## src/rtl/dcq_pkg.sv

```systemverilog
package dcq_pkg;

  // ----------------------------------------------------------------
  // Clock and time constants
  // ----------------------------------------------------------------
  localparam int CLK_HZ = 25000000;
  localparam int CLK_PERIOD_NS = 40;
  localparam int CLK_PER_US = CLK_HZ / 1000000;
  // Fast and slow input filters, least stable time
  localparam int FAST_FILT_US = 2500;
  localparam int SLOW_FILT_US = 12500;
  localparam int FAST_FILT_CYC = FAST_FILT_US * CLK_PER_US;
  localparam int SLOW_FILT_CYC = SLOW_FILT_US * CLK_PER_US;
  // Timebase granularity for the rate measurement
  localparam int MS_TICK_US = 1000;
  localparam int MS_TICK_CYC = MS_TICK_US * CLK_PER_US;
  // Internal oscillator count source
  localparam int OSC_PERIOD_NS = 1000;
  localparam int OSC_DIV = OSC_PERIOD_NS / CLK_PERIOD_NS;
  localparam int FILT_W = 19;
  localparam int MS_W = 15;
  localparam int OSC_W = 5;
  localparam logic [OSC_W-1:0] OSC_LAST = OSC_W'(OSC_DIV - 1);

  // ----------------------------------------------------------------
  // Register map, word addresses
  // ----------------------------------------------------------------
  localparam int ADDR_W = 5;
  localparam logic [ADDR_W-1:0] A_CTRL = 5'h00;
  localparam logic [ADDR_W-1:0] A_FSEL = 5'h01;
  localparam logic [ADDR_W-1:0] A_TBASE = 5'h02;
  localparam logic [ADDR_W-1:0] A_FLAG = 5'h03;
  localparam logic [ADDR_W-1:0] A_ACC0 = 5'h04;
  localparam logic [ADDR_W-1:0] A_CAP0 = 5'h06;
  localparam logic [ADDR_W-1:0] A_CPT0 = 5'h0a;
  localparam logic [ADDR_W-1:0] A_PRE0 = 5'h0c;
  localparam logic [ADDR_W-1:0] A_HOME = 5'h0e;
  localparam logic [ADDR_W-1:0] A_ON0 = 5'h0f;
  localparam logic [ADDR_W-1:0] A_OFF0 = 5'h13;

  // Control word fields
  localparam int CTRL_DIFF = 0;
  localparam int CTRL_MODE0 = 1;
  localparam int CTRL_MODE1 = 3;
  localparam int CTRL_OSC = 5;
  localparam int CTRL_SFALL = 6;
  localparam int CTRL_OUTEN = 10;
  localparam int CTRL_HOME = 14;
  // Flag word fields
  localparam int FLG_STB = 0;
  localparam int FLG_PL = 4;
  localparam int FLG_HOME = 6;

  // Reset values
  localparam logic [31:0] CTRL_RST = 32'h0000_0000;
  localparam logic [7:0] FSEL_RST = 8'h00;
  localparam logic [15:0] TBASE_RST = 16'h03e8;
  localparam logic [31:0] WORD_RST = 32'h0000_0000;

  typedef enum logic [1:0] {
    DCQ_UPDN = 2'b00,
    DCQ_PDIR = 2'b01,
    DCQ_QUAD = 2'b10,
    DCQ_OFF = 2'b11
  } dcq_mode_t;

  typedef enum logic [1:0] {
    HOME_IDLE = 2'b00,
    HOME_ARMED = 2'b01,
    HOME_DONE = 2'b10
  } dcq_home_t;

endpackage

```

## src/rtl/dcq_cnt_if.sv

```systemverilog
`timescale 1ns/10ps
`default_nettype none
interface dcq_cnt_if;
  logic up;
  logic dn;
  modport dec (output up, output dn);
  modport acc (input up, input dn);
endinterface
`default_nettype wire

```

## src/rtl/dcq_filt.sv

```systemverilog
`timescale 1ns/10ps
`default_nettype none
module dcq_filt #(
  parameter int FAST_CYC = dcq_pkg::FAST_FILT_CYC,
  parameter int SLOW_CYC = dcq_pkg::SLOW_FILT_CYC
) (
  input wire logic clk_i,
  input wire logic rst_n_i,
  input wire logic raw_i,
  input wire logic slow_i,
  output logic level_o
);
  import dcq_pkg::*;

  logic s1;
  logic s2;
  logic s3;
  logic [FILT_W-1:0] cnt;
  logic [FILT_W-1:0] limit;
  logic changed;

  // A change is only a candidate once the last two stages agree
  assign changed = (s2 == s3) && (s3 != level_o);
  assign limit = slow_i ? FILT_W'(SLOW_CYC - 1) : FILT_W'(FAST_CYC - 1);

  always_ff @(posedge clk_i or negedge rst_n_i) begin
    if (!rst_n_i) begin
      s1 <= 1'b0;
      s2 <= 1'b0;
      s3 <= 1'b0;
      cnt <= '0;
      level_o <= 1'b0;
    end else begin
      s1 <= raw_i;
      s2 <= s1;
      s3 <= s2;
      if (!changed) begin
        cnt <= '0;
      end else if (cnt >= limit) begin
        cnt <= '0;
        level_o <= s3;
      end else begin
        cnt <= cnt + 1'b1;
      end
    end
  end
endmodule
`default_nettype wire

```

## src/rtl/dcq_dec.sv

```systemverilog
`timescale 1ns/10ps
`default_nettype none
module dcq_dec (
  input wire logic clk_i,
  input wire logic rst_n_i,
  input wire logic a_i,
  input wire logic b_i,
  input wire dcq_pkg::dcq_mode_t mode_i,
  dcq_cnt_if.dec cnt
);
  import dcq_pkg::*;

  logic a_q;
  logic b_q;
  logic a_rise;
  logic b_rise;
  logic one_ch;
  logic quad_up;
  logic next_up;
  logic next_dn;

  assign a_rise = a_i & ~a_q;
  assign b_rise = b_i & ~b_q;
  // Both phases moving at once carries no direction, so it is dropped
  assign one_ch = (a_i ^ a_q) ^ (b_i ^ b_q);
  assign quad_up = (a_i ^ a_q) ? (a_i ^ b_i) : ~(a_i ^ b_i);
  assign next_up = (mode_i == DCQ_UPDN) ? (a_rise & ~b_rise) :
                   (mode_i == DCQ_PDIR) ? (a_rise & ~b_i) :
                   (mode_i == DCQ_QUAD) ? (one_ch & quad_up) : 1'b0;
  assign next_dn = (mode_i == DCQ_UPDN) ? (b_rise & ~a_rise) :
                   (mode_i == DCQ_PDIR) ? (a_rise & b_i) :
                   (mode_i == DCQ_QUAD) ? (one_ch & ~quad_up) : 1'b0;

  always_ff @(posedge clk_i or negedge rst_n_i) begin
    if (!rst_n_i) begin
      a_q <= 1'b0;
      b_q <= 1'b0;
      cnt.up <= 1'b0;
      cnt.dn <= 1'b0;
    end else begin
      a_q <= a_i;
      b_q <= b_i;
      cnt.up <= next_up;
      cnt.dn <= next_dn;
    end
  end
endmodule
`default_nettype wire

```

## src/rtl/dcq_top.sv

```systemverilog
`timescale 1ns/10ps
`default_nettype none
// ----------------------------------------------------------------
// Dual and differential counter
// ----------------------------------------------------------------
// Summary of operation
// - Dual mode gives two 32-bit bidirectional counters
// - Each dual counter: preload, two strobes, presets
// - Inhibit stops counting and zeroes the rate
// - Inhibit is level high; others edge triggered
// - Strobes fast filter; other inputs select filter
// - Fast filter passes fast counts; slow filter few
// - Up/down edges; coincident edges cancel
// - Pulse counts, direction low up, high down
// - Quadrature counts every phase transition, four per cycle
// - Differential accumulator combines plus and minus loops
// - Differential: four presets, three strobes, two preloads
// - Differential edges except arm and inhibit levels
// - Marker, strobes fast; arm slow; others select
// - Home capture beats preload one beats two
// - Minus loop pulses act opposite to plus loop
// - Loops pick mode independently; off gives nothing
// - Armed home, next marker loads home position
// - Home found reported as a status flag
// - Each output follows its own preset pair
// - Preload edge loads value and sets flag
// - Strobe edge captures accumulator and sets flag
module dcq_top #(
  parameter int FAST_CYC = dcq_pkg::FAST_FILT_CYC,
  parameter int SLOW_CYC = dcq_pkg::SLOW_FILT_CYC,
  parameter int MS_CYC = dcq_pkg::MS_TICK_CYC
) (
  input wire logic clk_i,
  input wire logic rst_n_i,
  input wire logic [11:0] in_i,
  output logic [3:0] out_o,
  input wire logic [dcq_pkg::ADDR_W-1:0] addr_i,
  input wire logic [31:0] wdata_i,
  input wire logic wr_i,
  input wire logic rd_i,
  output logic [31:0] rdata_o
);
  import dcq_pkg::*;

  // ----------------------------------------------------------------
  // Configuration registers
  // ----------------------------------------------------------------
  logic [31:0] ctrl;
  logic [7:0] fsel;
  logic [15:0] tbase;
  logic [31:0] pre [2];
  logic [31:0] home_pos;
  logic [31:0] on_p [4];
  logic [31:0] off_p [4];
  logic diff;
  logic osc_sel;
  logic home_cmd;
  logic [3:0] sfall;
  logic [3:0] out_en;
  dcq_mode_t mode0;
  dcq_mode_t mode1;
  logic wr_ctrl;
  logic wr_fsel;
  logic wr_tbase;
  logic wr_flag;
  logic wr_home;

  assign diff = ctrl[CTRL_DIFF];
  assign mode0 = dcq_mode_t'(ctrl[CTRL_MODE0 +: 2]);
  assign mode1 = dcq_mode_t'(ctrl[CTRL_MODE1 +: 2]);
  assign osc_sel = ctrl[CTRL_OSC] & ~diff;
  assign sfall = ctrl[CTRL_SFALL +: 4];
  assign out_en = ctrl[CTRL_OUTEN +: 4];
  assign home_cmd = ctrl[CTRL_HOME];
  assign wr_ctrl = wr_i && (addr_i == A_CTRL);
  assign wr_fsel = wr_i && (addr_i == A_FSEL);
  assign wr_tbase = wr_i && (addr_i == A_TBASE);
  assign wr_flag = wr_i && (addr_i == A_FLAG);
  assign wr_home = wr_i && (addr_i == A_HOME);

  always_ff @(posedge clk_i or negedge rst_n_i) begin
    if (!rst_n_i) begin
      ctrl <= CTRL_RST;
      fsel <= FSEL_RST;
      tbase <= TBASE_RST;
      home_pos <= WORD_RST;
    end else begin
      if (wr_ctrl) ctrl <= wdata_i;
      if (wr_fsel) fsel <= wdata_i[7:0];
      if (wr_tbase) tbase <= wdata_i[15:0];
      if (wr_home) home_pos <= wdata_i;
    end
  end

  // ----------------------------------------------------------------
  // Input filters and edges
  // ----------------------------------------------------------------
  logic [11:0] slow_sel;
  logic [11:0] lvl;
  logic [11:0] lvl_q;
  logic [11:0] rise;
  logic [11:0] fall;

  // Strobes and marker always fast; the arm input is slow in differential mode, else fsel[7] selects
  assign slow_sel[6:0] = fsel[6:0];
  assign slow_sel[7] = diff | fsel[7];
  assign slow_sel[11:8] = 4'h0;
  assign rise = lvl & ~lvl_q;
  assign fall = ~lvl & lvl_q;

  for (genvar i = 0; i < 12; i++) begin : g_filt
    dcq_filt #(.FAST_CYC(FAST_CYC), .SLOW_CYC(SLOW_CYC)) u_filt (
      .clk_i(clk_i),
      .rst_n_i(rst_n_i),
      .raw_i(in_i[i]),
      .slow_i(slow_sel[i]),
      .level_o(lvl[i])
    );
  end

  always_ff @(posedge clk_i or negedge rst_n_i) begin
    if (!rst_n_i) lvl_q <= 12'h000;
    else lvl_q <= lvl;
  end

  // ----------------------------------------------------------------
  // Count decoding
  // ----------------------------------------------------------------
  dcq_cnt_if cnt0 ();
  dcq_cnt_if cnt1 ();

  dcq_dec u_dec0 (
    .clk_i(clk_i),
    .rst_n_i(rst_n_i),
    .a_i(lvl[0]),
    .b_i(lvl[1]),
    .mode_i(mode0),
    .cnt(cnt0.dec)
  );

  dcq_dec u_dec1 (
    .clk_i(clk_i),
    .rst_n_i(rst_n_i),
    .a_i(lvl[2]),
    .b_i(lvl[3]),
    .mode_i(mode1),
    .cnt(cnt1.dec)
  );

  logic [OSC_W-1:0] osc_cnt;
  logic osc_tick;
  logic signed [2:0] d_plus;
  logic signed [2:0] d_minus;
  logic signed [2:0] delta [2];

  assign osc_tick = (osc_cnt == OSC_LAST);
  assign d_plus = $signed({2'b00, cnt0.up}) - $signed({2'b00, cnt0.dn});
  assign d_minus = $signed({2'b00, cnt1.up}) - $signed({2'b00, cnt1.dn});
  // Minus loop subtracts, so loop directions give sum or difference
  assign delta[0] = diff ? (d_plus - d_minus) :
                    (osc_sel ? {2'b00, osc_tick} : d_plus);
  assign delta[1] = diff ? 3'sh0 : d_minus;

  always_ff @(posedge clk_i or negedge rst_n_i) begin
    if (!rst_n_i) osc_cnt <= '0;
    else osc_cnt <= osc_tick ? '0 : osc_cnt + 1'b1;
  end

  // ----------------------------------------------------------------
  // Home sequence
  // ----------------------------------------------------------------
  dcq_home_t home_st;
  dcq_home_t next_home;
  logic arm_ok;
  logic home_ev;

  // The arm level must persist until the marker; dropping it disarms
  assign arm_ok = diff & home_cmd & lvl[7];
  assign home_ev = (home_st == HOME_ARMED) & arm_ok & rise[11];

  always_comb begin
    case (home_st)
      HOME_IDLE: next_home = arm_ok ? HOME_ARMED : HOME_IDLE;
      HOME_ARMED: next_home = !arm_ok ? HOME_IDLE : (rise[11] ? HOME_DONE : HOME_ARMED);
      HOME_DONE: next_home = arm_ok ? HOME_DONE : HOME_IDLE;
      default: next_home = HOME_IDLE;
    endcase
  end

  always_ff @(posedge clk_i or negedge rst_n_i) begin
    if (!rst_n_i) home_st <= HOME_IDLE;
    else home_st <= next_home;
  end

  // ----------------------------------------------------------------
  // Accumulators and rate
  // ----------------------------------------------------------------
  logic [31:0] acc [2];
  logic [31:0] run [2];
  logic [31:0] cpt [2];
  logic [31:0] next_acc [2];
  logic [31:0] load_val [2];
  logic [1:0] load;
  logic [1:0] inh;
  logic [1:0] pl_ev;
  logic [MS_W-1:0] ms_cnt;
  logic [15:0] tb_cnt;
  logic ms_tick;
  logic tb_end;

  assign inh[0] = lvl[6];
  assign inh[1] = lvl[7] & ~diff;
  assign pl_ev = rise[5:4];
  assign load[0] = home_ev | pl_ev[0] | (diff & pl_ev[1]);
  assign load_val[0] = home_ev ? home_pos : (pl_ev[0] ? pre[0] : pre[1]);
  assign load[1] = ~diff & pl_ev[1];
  assign load_val[1] = pre[1];
  assign ms_tick = (ms_cnt == MS_W'(MS_CYC - 1));
  assign tb_end = ms_tick && ((tb_cnt + 16'h1) >= tbase);

  always_ff @(posedge clk_i or negedge rst_n_i) begin
    if (!rst_n_i) begin
      ms_cnt <= '0;
      tb_cnt <= 16'h0;
    end else begin
      ms_cnt <= ms_tick ? '0 : ms_cnt + 1'b1;
      if (tb_end) tb_cnt <= 16'h0;
      else if (ms_tick) tb_cnt <= tb_cnt + 16'h1;
    end
  end

  for (genvar c = 0; c < 2; c++) begin : g_cnt
    logic [31:0] dext;
    assign dext = {{29{delta[c][2]}}, delta[c]};
    assign next_acc[c] = load[c] ? load_val[c] :
                         (inh[c] ? acc[c] : acc[c] + dext);
    always_ff @(posedge clk_i or negedge rst_n_i) begin
      if (!rst_n_i) begin
        acc[c] <= WORD_RST;
        run[c] <= WORD_RST;
        cpt[c] <= WORD_RST;
        pre[c] <= WORD_RST;
      end else begin
        acc[c] <= next_acc[c];
        run[c] <= inh[c] ? 32'h0 : (tb_end ? dext : run[c] + dext);
        cpt[c] <= inh[c] ? 32'h0 : (tb_end ? run[c] : cpt[c]);
        if (wr_i && (addr_i == A_PRE0 + ADDR_W'(c))) pre[c] <= wdata_i;
      end
    end
  end

  // ----------------------------------------------------------------
  // Strobes, presets, outputs and flags
  // ----------------------------------------------------------------
  logic [3:0] stb_ev;
  logic [3:0] stb_flag;
  logic [1:0] pl_flag;
  logic home_flag;
  logic [31:0] cap [4];
  logic [31:0] src [4];

  for (genvar k = 0; k < 4; k++) begin : g_ent
    logic win;
    logic ge_on;
    logic lt_off;
    // In differential mode the fourth strobe pin is the marker
    assign stb_ev[k] = (sfall[k] ? fall[8 + k] : rise[8 + k]) &
                       ((k == 3) ? ~diff : 1'b1);
    assign src[k] = (diff || (k < 2)) ? acc[0] : acc[1];
    assign ge_on = $signed(src[k]) >= $signed(on_p[k]);
    assign lt_off = $signed(src[k]) < $signed(off_p[k]);
    // A reversed pair gives a window that wraps around the ends
    assign win = ($signed(on_p[k]) <= $signed(off_p[k])) ? (ge_on & lt_off) :
                 (ge_on | lt_off);
    always_ff @(posedge clk_i or negedge rst_n_i) begin
      if (!rst_n_i) begin
        cap[k] <= WORD_RST;
        stb_flag[k] <= 1'b0;
        on_p[k] <= WORD_RST;
        off_p[k] <= WORD_RST;
        out_o[k] <= 1'b0;
      end else begin
        if (stb_ev[k]) cap[k] <= src[k];
        stb_flag[k] <= stb_ev[k] | (stb_flag[k] & ~(wr_flag & wdata_i[FLG_STB + k]));
        if (wr_i && (addr_i == A_ON0 + ADDR_W'(k))) on_p[k] <= wdata_i;
        if (wr_i && (addr_i == A_OFF0 + ADDR_W'(k))) off_p[k] <= wdata_i;
        out_o[k] <= out_en[k] & win;
      end
    end
  end

  // Set wins over a clear arriving in the same cycle
  always_ff @(posedge clk_i or negedge rst_n_i) begin
    if (!rst_n_i) begin
      pl_flag <= 2'b00;
      home_flag <= 1'b0;
    end else begin
      pl_flag <= pl_ev | (pl_flag & ~({2{wr_flag}} & wdata_i[FLG_PL +: 2]));
      home_flag <= home_ev | (home_flag & ~(wr_flag & wdata_i[FLG_HOME]));
    end
  end

  // ----------------------------------------------------------------
  // Register read
  // ----------------------------------------------------------------
  logic [31:0] rd_val;
  logic [31:0] status;
  logic [1:0] idx;

  assign status = {18'h0, lvl[7], out_o, lvl[7:6], home_flag, pl_flag, stb_flag};

  always_comb begin
    rd_val = 32'h0;
    idx = 2'(addr_i);
    if (addr_i == A_CTRL) begin
      rd_val = ctrl;
    end else if (addr_i == A_FSEL) begin
      rd_val = {24'h0, fsel};
    end else if (addr_i == A_TBASE) begin
      rd_val = {16'h0, tbase};
    end else if (addr_i == A_FLAG) begin
      rd_val = status;
    end else if (addr_i < A_CAP0) begin
      rd_val = acc[addr_i[0]];
    end else if (addr_i < A_CPT0) begin
      idx = 2'(addr_i - A_CAP0);
      rd_val = cap[idx];
    end else if (addr_i < A_PRE0) begin
      rd_val = cpt[addr_i[0]];
    end else if (addr_i < A_HOME) begin
      rd_val = pre[addr_i[0]];
    end else if (addr_i == A_HOME) begin
      rd_val = home_pos;
    end else if (addr_i < A_OFF0) begin
      idx = 2'(addr_i - A_ON0);
      rd_val = on_p[idx];
    end else if (addr_i < A_OFF0 + 5'h04) begin
      idx = 2'(addr_i - A_OFF0);
      rd_val = off_p[idx];
    end
  end

  always_ff @(posedge clk_i or negedge rst_n_i) begin
    if (!rst_n_i) rdata_o <= 32'h0;
    else rdata_o <= rd_i ? rd_val : 32'h0;
  end
endmodule
`default_nettype wire

```

## config.mk

```make
export PLATFORM = sky130hd
export DESIGN_NAME = dcq_top
export DESIGN_NICKNAME = d
export VERILOG_FILES = /design/src/rtl/dcq_pkg.sv /design/src/rtl/dcq_cnt_if.sv /design/src/rtl/dcq_filt.sv /design/src/rtl/dcq_dec.sv /design/src/rtl/dcq_top.sv
export SDC_FILE = /design/constraint.sdc
export NUM_CORES = 2
export LEC_CHECK = 0
export BUFFER_PORTS_ARGS = -buffer_cell sky130_fd_sc_hd__buf_2
export CAP_MARGIN = 10
export CELL_PAD_IN_SITES_DETAIL_PLACEMENT = 2
export CELL_PAD_IN_SITES_GLOBAL_PLACEMENT = 2
export CORE_MARGIN = 10
export CORE_UTILIZATION = 43
export CTS_CLUSTER_SIZE = 28
export DETAILED_ROUTE_END_ITERATION = 8
export MAX_ROUTING_LAYER = met4
export PLACE_DENSITY_LB_ADDON = 0.3
export SLEW_MARGIN = 20
export SYNTH_ARGS = -nofsm -noshare
export SYNTH_HDL_FRONTEND = slang
export SYNTH_HIERARCHICAL = 1
export SYNTH_SLANG_ARGS = --single-unit
```

## constraint.sdc

```tcl
create_clock -name clk_i -period 6 [get_ports clk_i]
set_input_delay 0.6 -clock clk_i [delete_from_list [all_inputs] [get_ports clk_i]]
set_output_delay 0.6 -clock clk_i [all_outputs]
set_load 0.01 [all_outputs]
```

==> results.md <==
* Status: finished, final reports clean
* Die width at 418 um
* Fin area at 75900 sq um
* Internal Power at about 15 mW
* Area occupied by multi-input gates at ~38000 sq um
* Buffers on Ports at 88
* Post-DP HPWL at 181000 um
* Final WL at approximately 260000 um
* Total GRT Usage at a little under a third
* Met1 Use GR at about a third
* Cell Rows at 146
* First-pass GRT wire length at between 400000 and 500000 um
* Seq pwr share at ~40%
* Initial Util at between 40% and 50%
* Clock sink total at roughly 1100
* Reg area at ~28000 sq um
* Total of max-cap violations at 0
* Critical path required time at around 6700 ps
* Critical path, cell by cell: inv_1 > ha_1 > inv_1 > ha_1 > inv_1 > fa_1 > inv_1 > a21oi_1 > buf_4 > inv_2 > buf_4 > ha_1 > a21o_1 > a31o_1 > a21oi_1 > o211ai_1 > a221o_1 > a31o_1 > a2111oi_0 > a41oi_1 > a21oi_1
* Wire per inst at about 29 um
* Arr. time, crit path at approximately 6000 ps
* Max transition margin at between 10% and 20%
* RSZ-0062 raised after global routing: false
* Switching share of power at 32.0%
* Post-synthesis cell count at 6785
* Peak VDD IR at ~0.00031 V
* Mapped Area at ~70000 sq um
* Clock share of power at between 30% and 40%
* FF-to-FF path depth at 21
* Final Cycle Share at 87.8%
* Fillers at between 15000 and 20000
* R2R Setup Slk at about 730 ps
* Commonest non-fill, non-tap cell in the layout: dfrtp_1
* Met2 GRT Util at between 50% and 60%
* Final core utilization at between 40 and 50%
* Tmin final at around 5300 ps
* Hold path start: rd_i
* Asr flop ratio synth at between 90% and 100%
* Placed cell area at between 70000 and 80000 sq um
* Routing usage on met3 at under 10%
* Crit path from: u_dec1/cnt.up$_DFF_PN0_
* Crit Path Category: flip-flop to flip-flop
* Setup TNS at 0 ps
* Die footprint at about 180000 sq um
* ANT nets after route at 0
* Highest clock rate at around 190 MHz
* Predominant post-synthesis flop cell: dfrtp_1
* Layout area overhead at 11.2%
* Post-synth EDFFs at 0
* Pins Over Slew Limit at 0
* Pre-Repair DR Iteration Count at 5
* R2R Path End: run[56]$_DFF_PN0_
* Die Height at 418 um
* Leak at approximately 36 nW
* Final hold viol count at 0
* CTS tree: done
* Iter 0 DRT Violations at approximately 3500
* Most used cell, CP: inv_1
* Logic gate share of total power at about a fifth
* Final net count at approximately 7500
* Share of layout cells above drive strength 1 at 15.0%
* Layout Skew at approximately 33 ps
* Max clock buf depth at 3
* Initial antenna violation count at 16
* Seq/Total Area, Yosys at between 40% and 50%
* Hold Path Class: input port to flip-flop
* Flops & latches, synth at 1099
* Skew-Pair Late Insertion Delay at a little over 800 ps
* CTS buffer count at between 100 and 150
* Crit path launch type: flip-flop
* GR peak layer: met2
* Vias post-DR at between 50000 and 60000
* Vias in the first global route at 63900
* Worst-path clk slew at 60 ps
* H-Tree Depth at 4
* Yosys cell types at between 90 and 100
* Critical Path Max Stage Delay at around 540 ps
* Hold path endpoint: rdata_o[2]$_DFF_PN0_
* Clock root buffer: clkbuf_16
* P_sw at 7.03 mW
* Syn_area_per_cell at about 10 sq um
* Most frequent cells in the layout: dfrtp_1 (1091), ha_1 (613), a21oi_1 (571)
* Remaining DRCs at 0
* Via density at a little over 6
* # setup viols final at 0
* Final hold slack at 210 ps
* Crit path max fanout at 36
* Worst hold path depth at 3
* CP endpoint kind: flip-flop
* Core footprint at 158000 sq um
* Pin count of the biggest net entering global routing at 150
* R2R Path Start: u_dec1/cnt.up$_DFF_PN0_
* Slowest stage cell on the critical path: a2111oi_0
* PD cells at slightly below 300 nW/um^2
* Gr ovfl total at 0
* Slew @ Worst Pin at approximately 1300 ps
* Yosys warns at 6
* Gpl congestion at 0.914
* I/O pin count at 89
-- sequential cells by signal, indices dropped and copies added (netlist names), 32 cells and up --
| name | flops |
|---|---|
| home_pos | 32 |
| rdata_o | 32 |
| ctrl | 32 |
| load_val | 32 |
| run | 64 |
| cap | 128 |
| on_p | 128 |
| cpt | 64 |
| off_p | 128 |
| acc | 64 |
| pre | 32 |
| g_filt.u_filt/cnt | 228 |
-- cell families (layout without fill, tap and decap cells) --
family                     Yosys count  in the layout  synth area share (%)
AOI/OAI and AO/OA                 1467           1467                  13.6
xor gates and xnor gates           325            325                  4.17
adders and majority gates          619            619                  11.4
buffers and inverters              676            825                  3.93
DFF                               1099           1099                  40.3
muxes                              722            722                  13.2
other                                1             22               0.00549
and+or+nand+nor                   1876           1876                  13.4
-- worst max path at each step --
stage	end	slack, ps	cells past startpoint
after detailed placement	run[62]$_DFF_PN0_	810	22
after global routing	run[63]$_DFF_PN0_	330	22
after global placement	run[62]$_DFF_PN0_	900	22
after floorplan	acc[63]$_DFFE_PN0P_	700	20
after CTS	run[62]$_DFF_PN0_	720	22
final	run[56]$_DFF_PN0_	730	21
-- Yosys cell counts (32+ instances only) --
cell type | count | area [sq um]
nor4_1 | 35 | 219
nand2_1 | 528 | 1980
a21o_1 | 150 | 1130
o21ai_0 | 186 | 931
nand4_1 | 143 | 895
buf_1 | 63 | 236
nand2b_1 | 65 | 407
mux2_2 | 451 | 5080
dfrtp_1 | 1093 | 27400
a211oi_1 | 102 | 766
ha_1 | 614 | 7680
nand3_1 | 165 | 826
mux2i_1 | 154 | 1540
nor2b_1 | 70 | 438
a21oi_1 | 576 | 2880
a31oi_1 | 45 | 282
xor2_1 | 209 | 1830
inv_1 | 391 | 1470
nor3_1 | 118 | 591
nor2_1 | 568 | 2130
and3_1 | 32 | 200
xnor2_1 | 116 | 1020
a22oi_1 | 37 | 278
o21a_1 | 44 | 330
o21ai_1 | 61 | 305
mux4_2 | 96 | 2160
clkbuf_1 | 182 | 683
-- area by class of cell --
type                    instances  area share [%]
diodes                         10          0.0330
clock buffers                 199            5.28
clock inverters                42           0.755
inverters                     392            1.94
multi-input cells            5021            50.4
flip-flops and latches       1099            36.3
well taps                    2072            3.42
repair buffers                192            1.89
-- routing by layer --
metal  share of wire [%]  up-vias
met5                   0        -
met4                 6.9        0
met3                 4.4      766
met2                  49     1498
met1                  40    29100
li1                    -    24600
-- worst max-delay path, delay by kind of cell, from the launching register on --
family | cells | cell delay, ps
AOI/OAI and AO/OA | 10 | 2460
buffers and inverters | 7 | 1180
DFF | 1 | 330
adders and majority gates | 4 | 1170
-- timing repair --
| action | CTS | global route |
|---|---|---|
| hold buffers | 13 | 0 |
| buffers inserted | 0 | 0 |
| gates resized for setup | 0 | 0 |
| hold endpoints to repair | 81 | 0 |
-- power by group through the flow --
stage	Combinational [mW]	Sequential, mW	Clock, mW
floorplan	2.63	8.58	0
global placement	3.64	8.98	0
detailed placement	4.00	9.04	0
CTS	4.22	8.94	8.88
global route	4.65	9.00	9.15
finish	4.29	8.97	8.73
-- through the flow --
step                      power, mW  instances  setup WS, ps
after floorplan                11.2       6796           699
after global placement         12.6       8763           897
after detailed placement       13.0       8763           806
after CTS                      22.0       9017           716
after global routing           22.8       9026           329
final                          22.0       9027           731
Power figures use the tool's default switching activity.
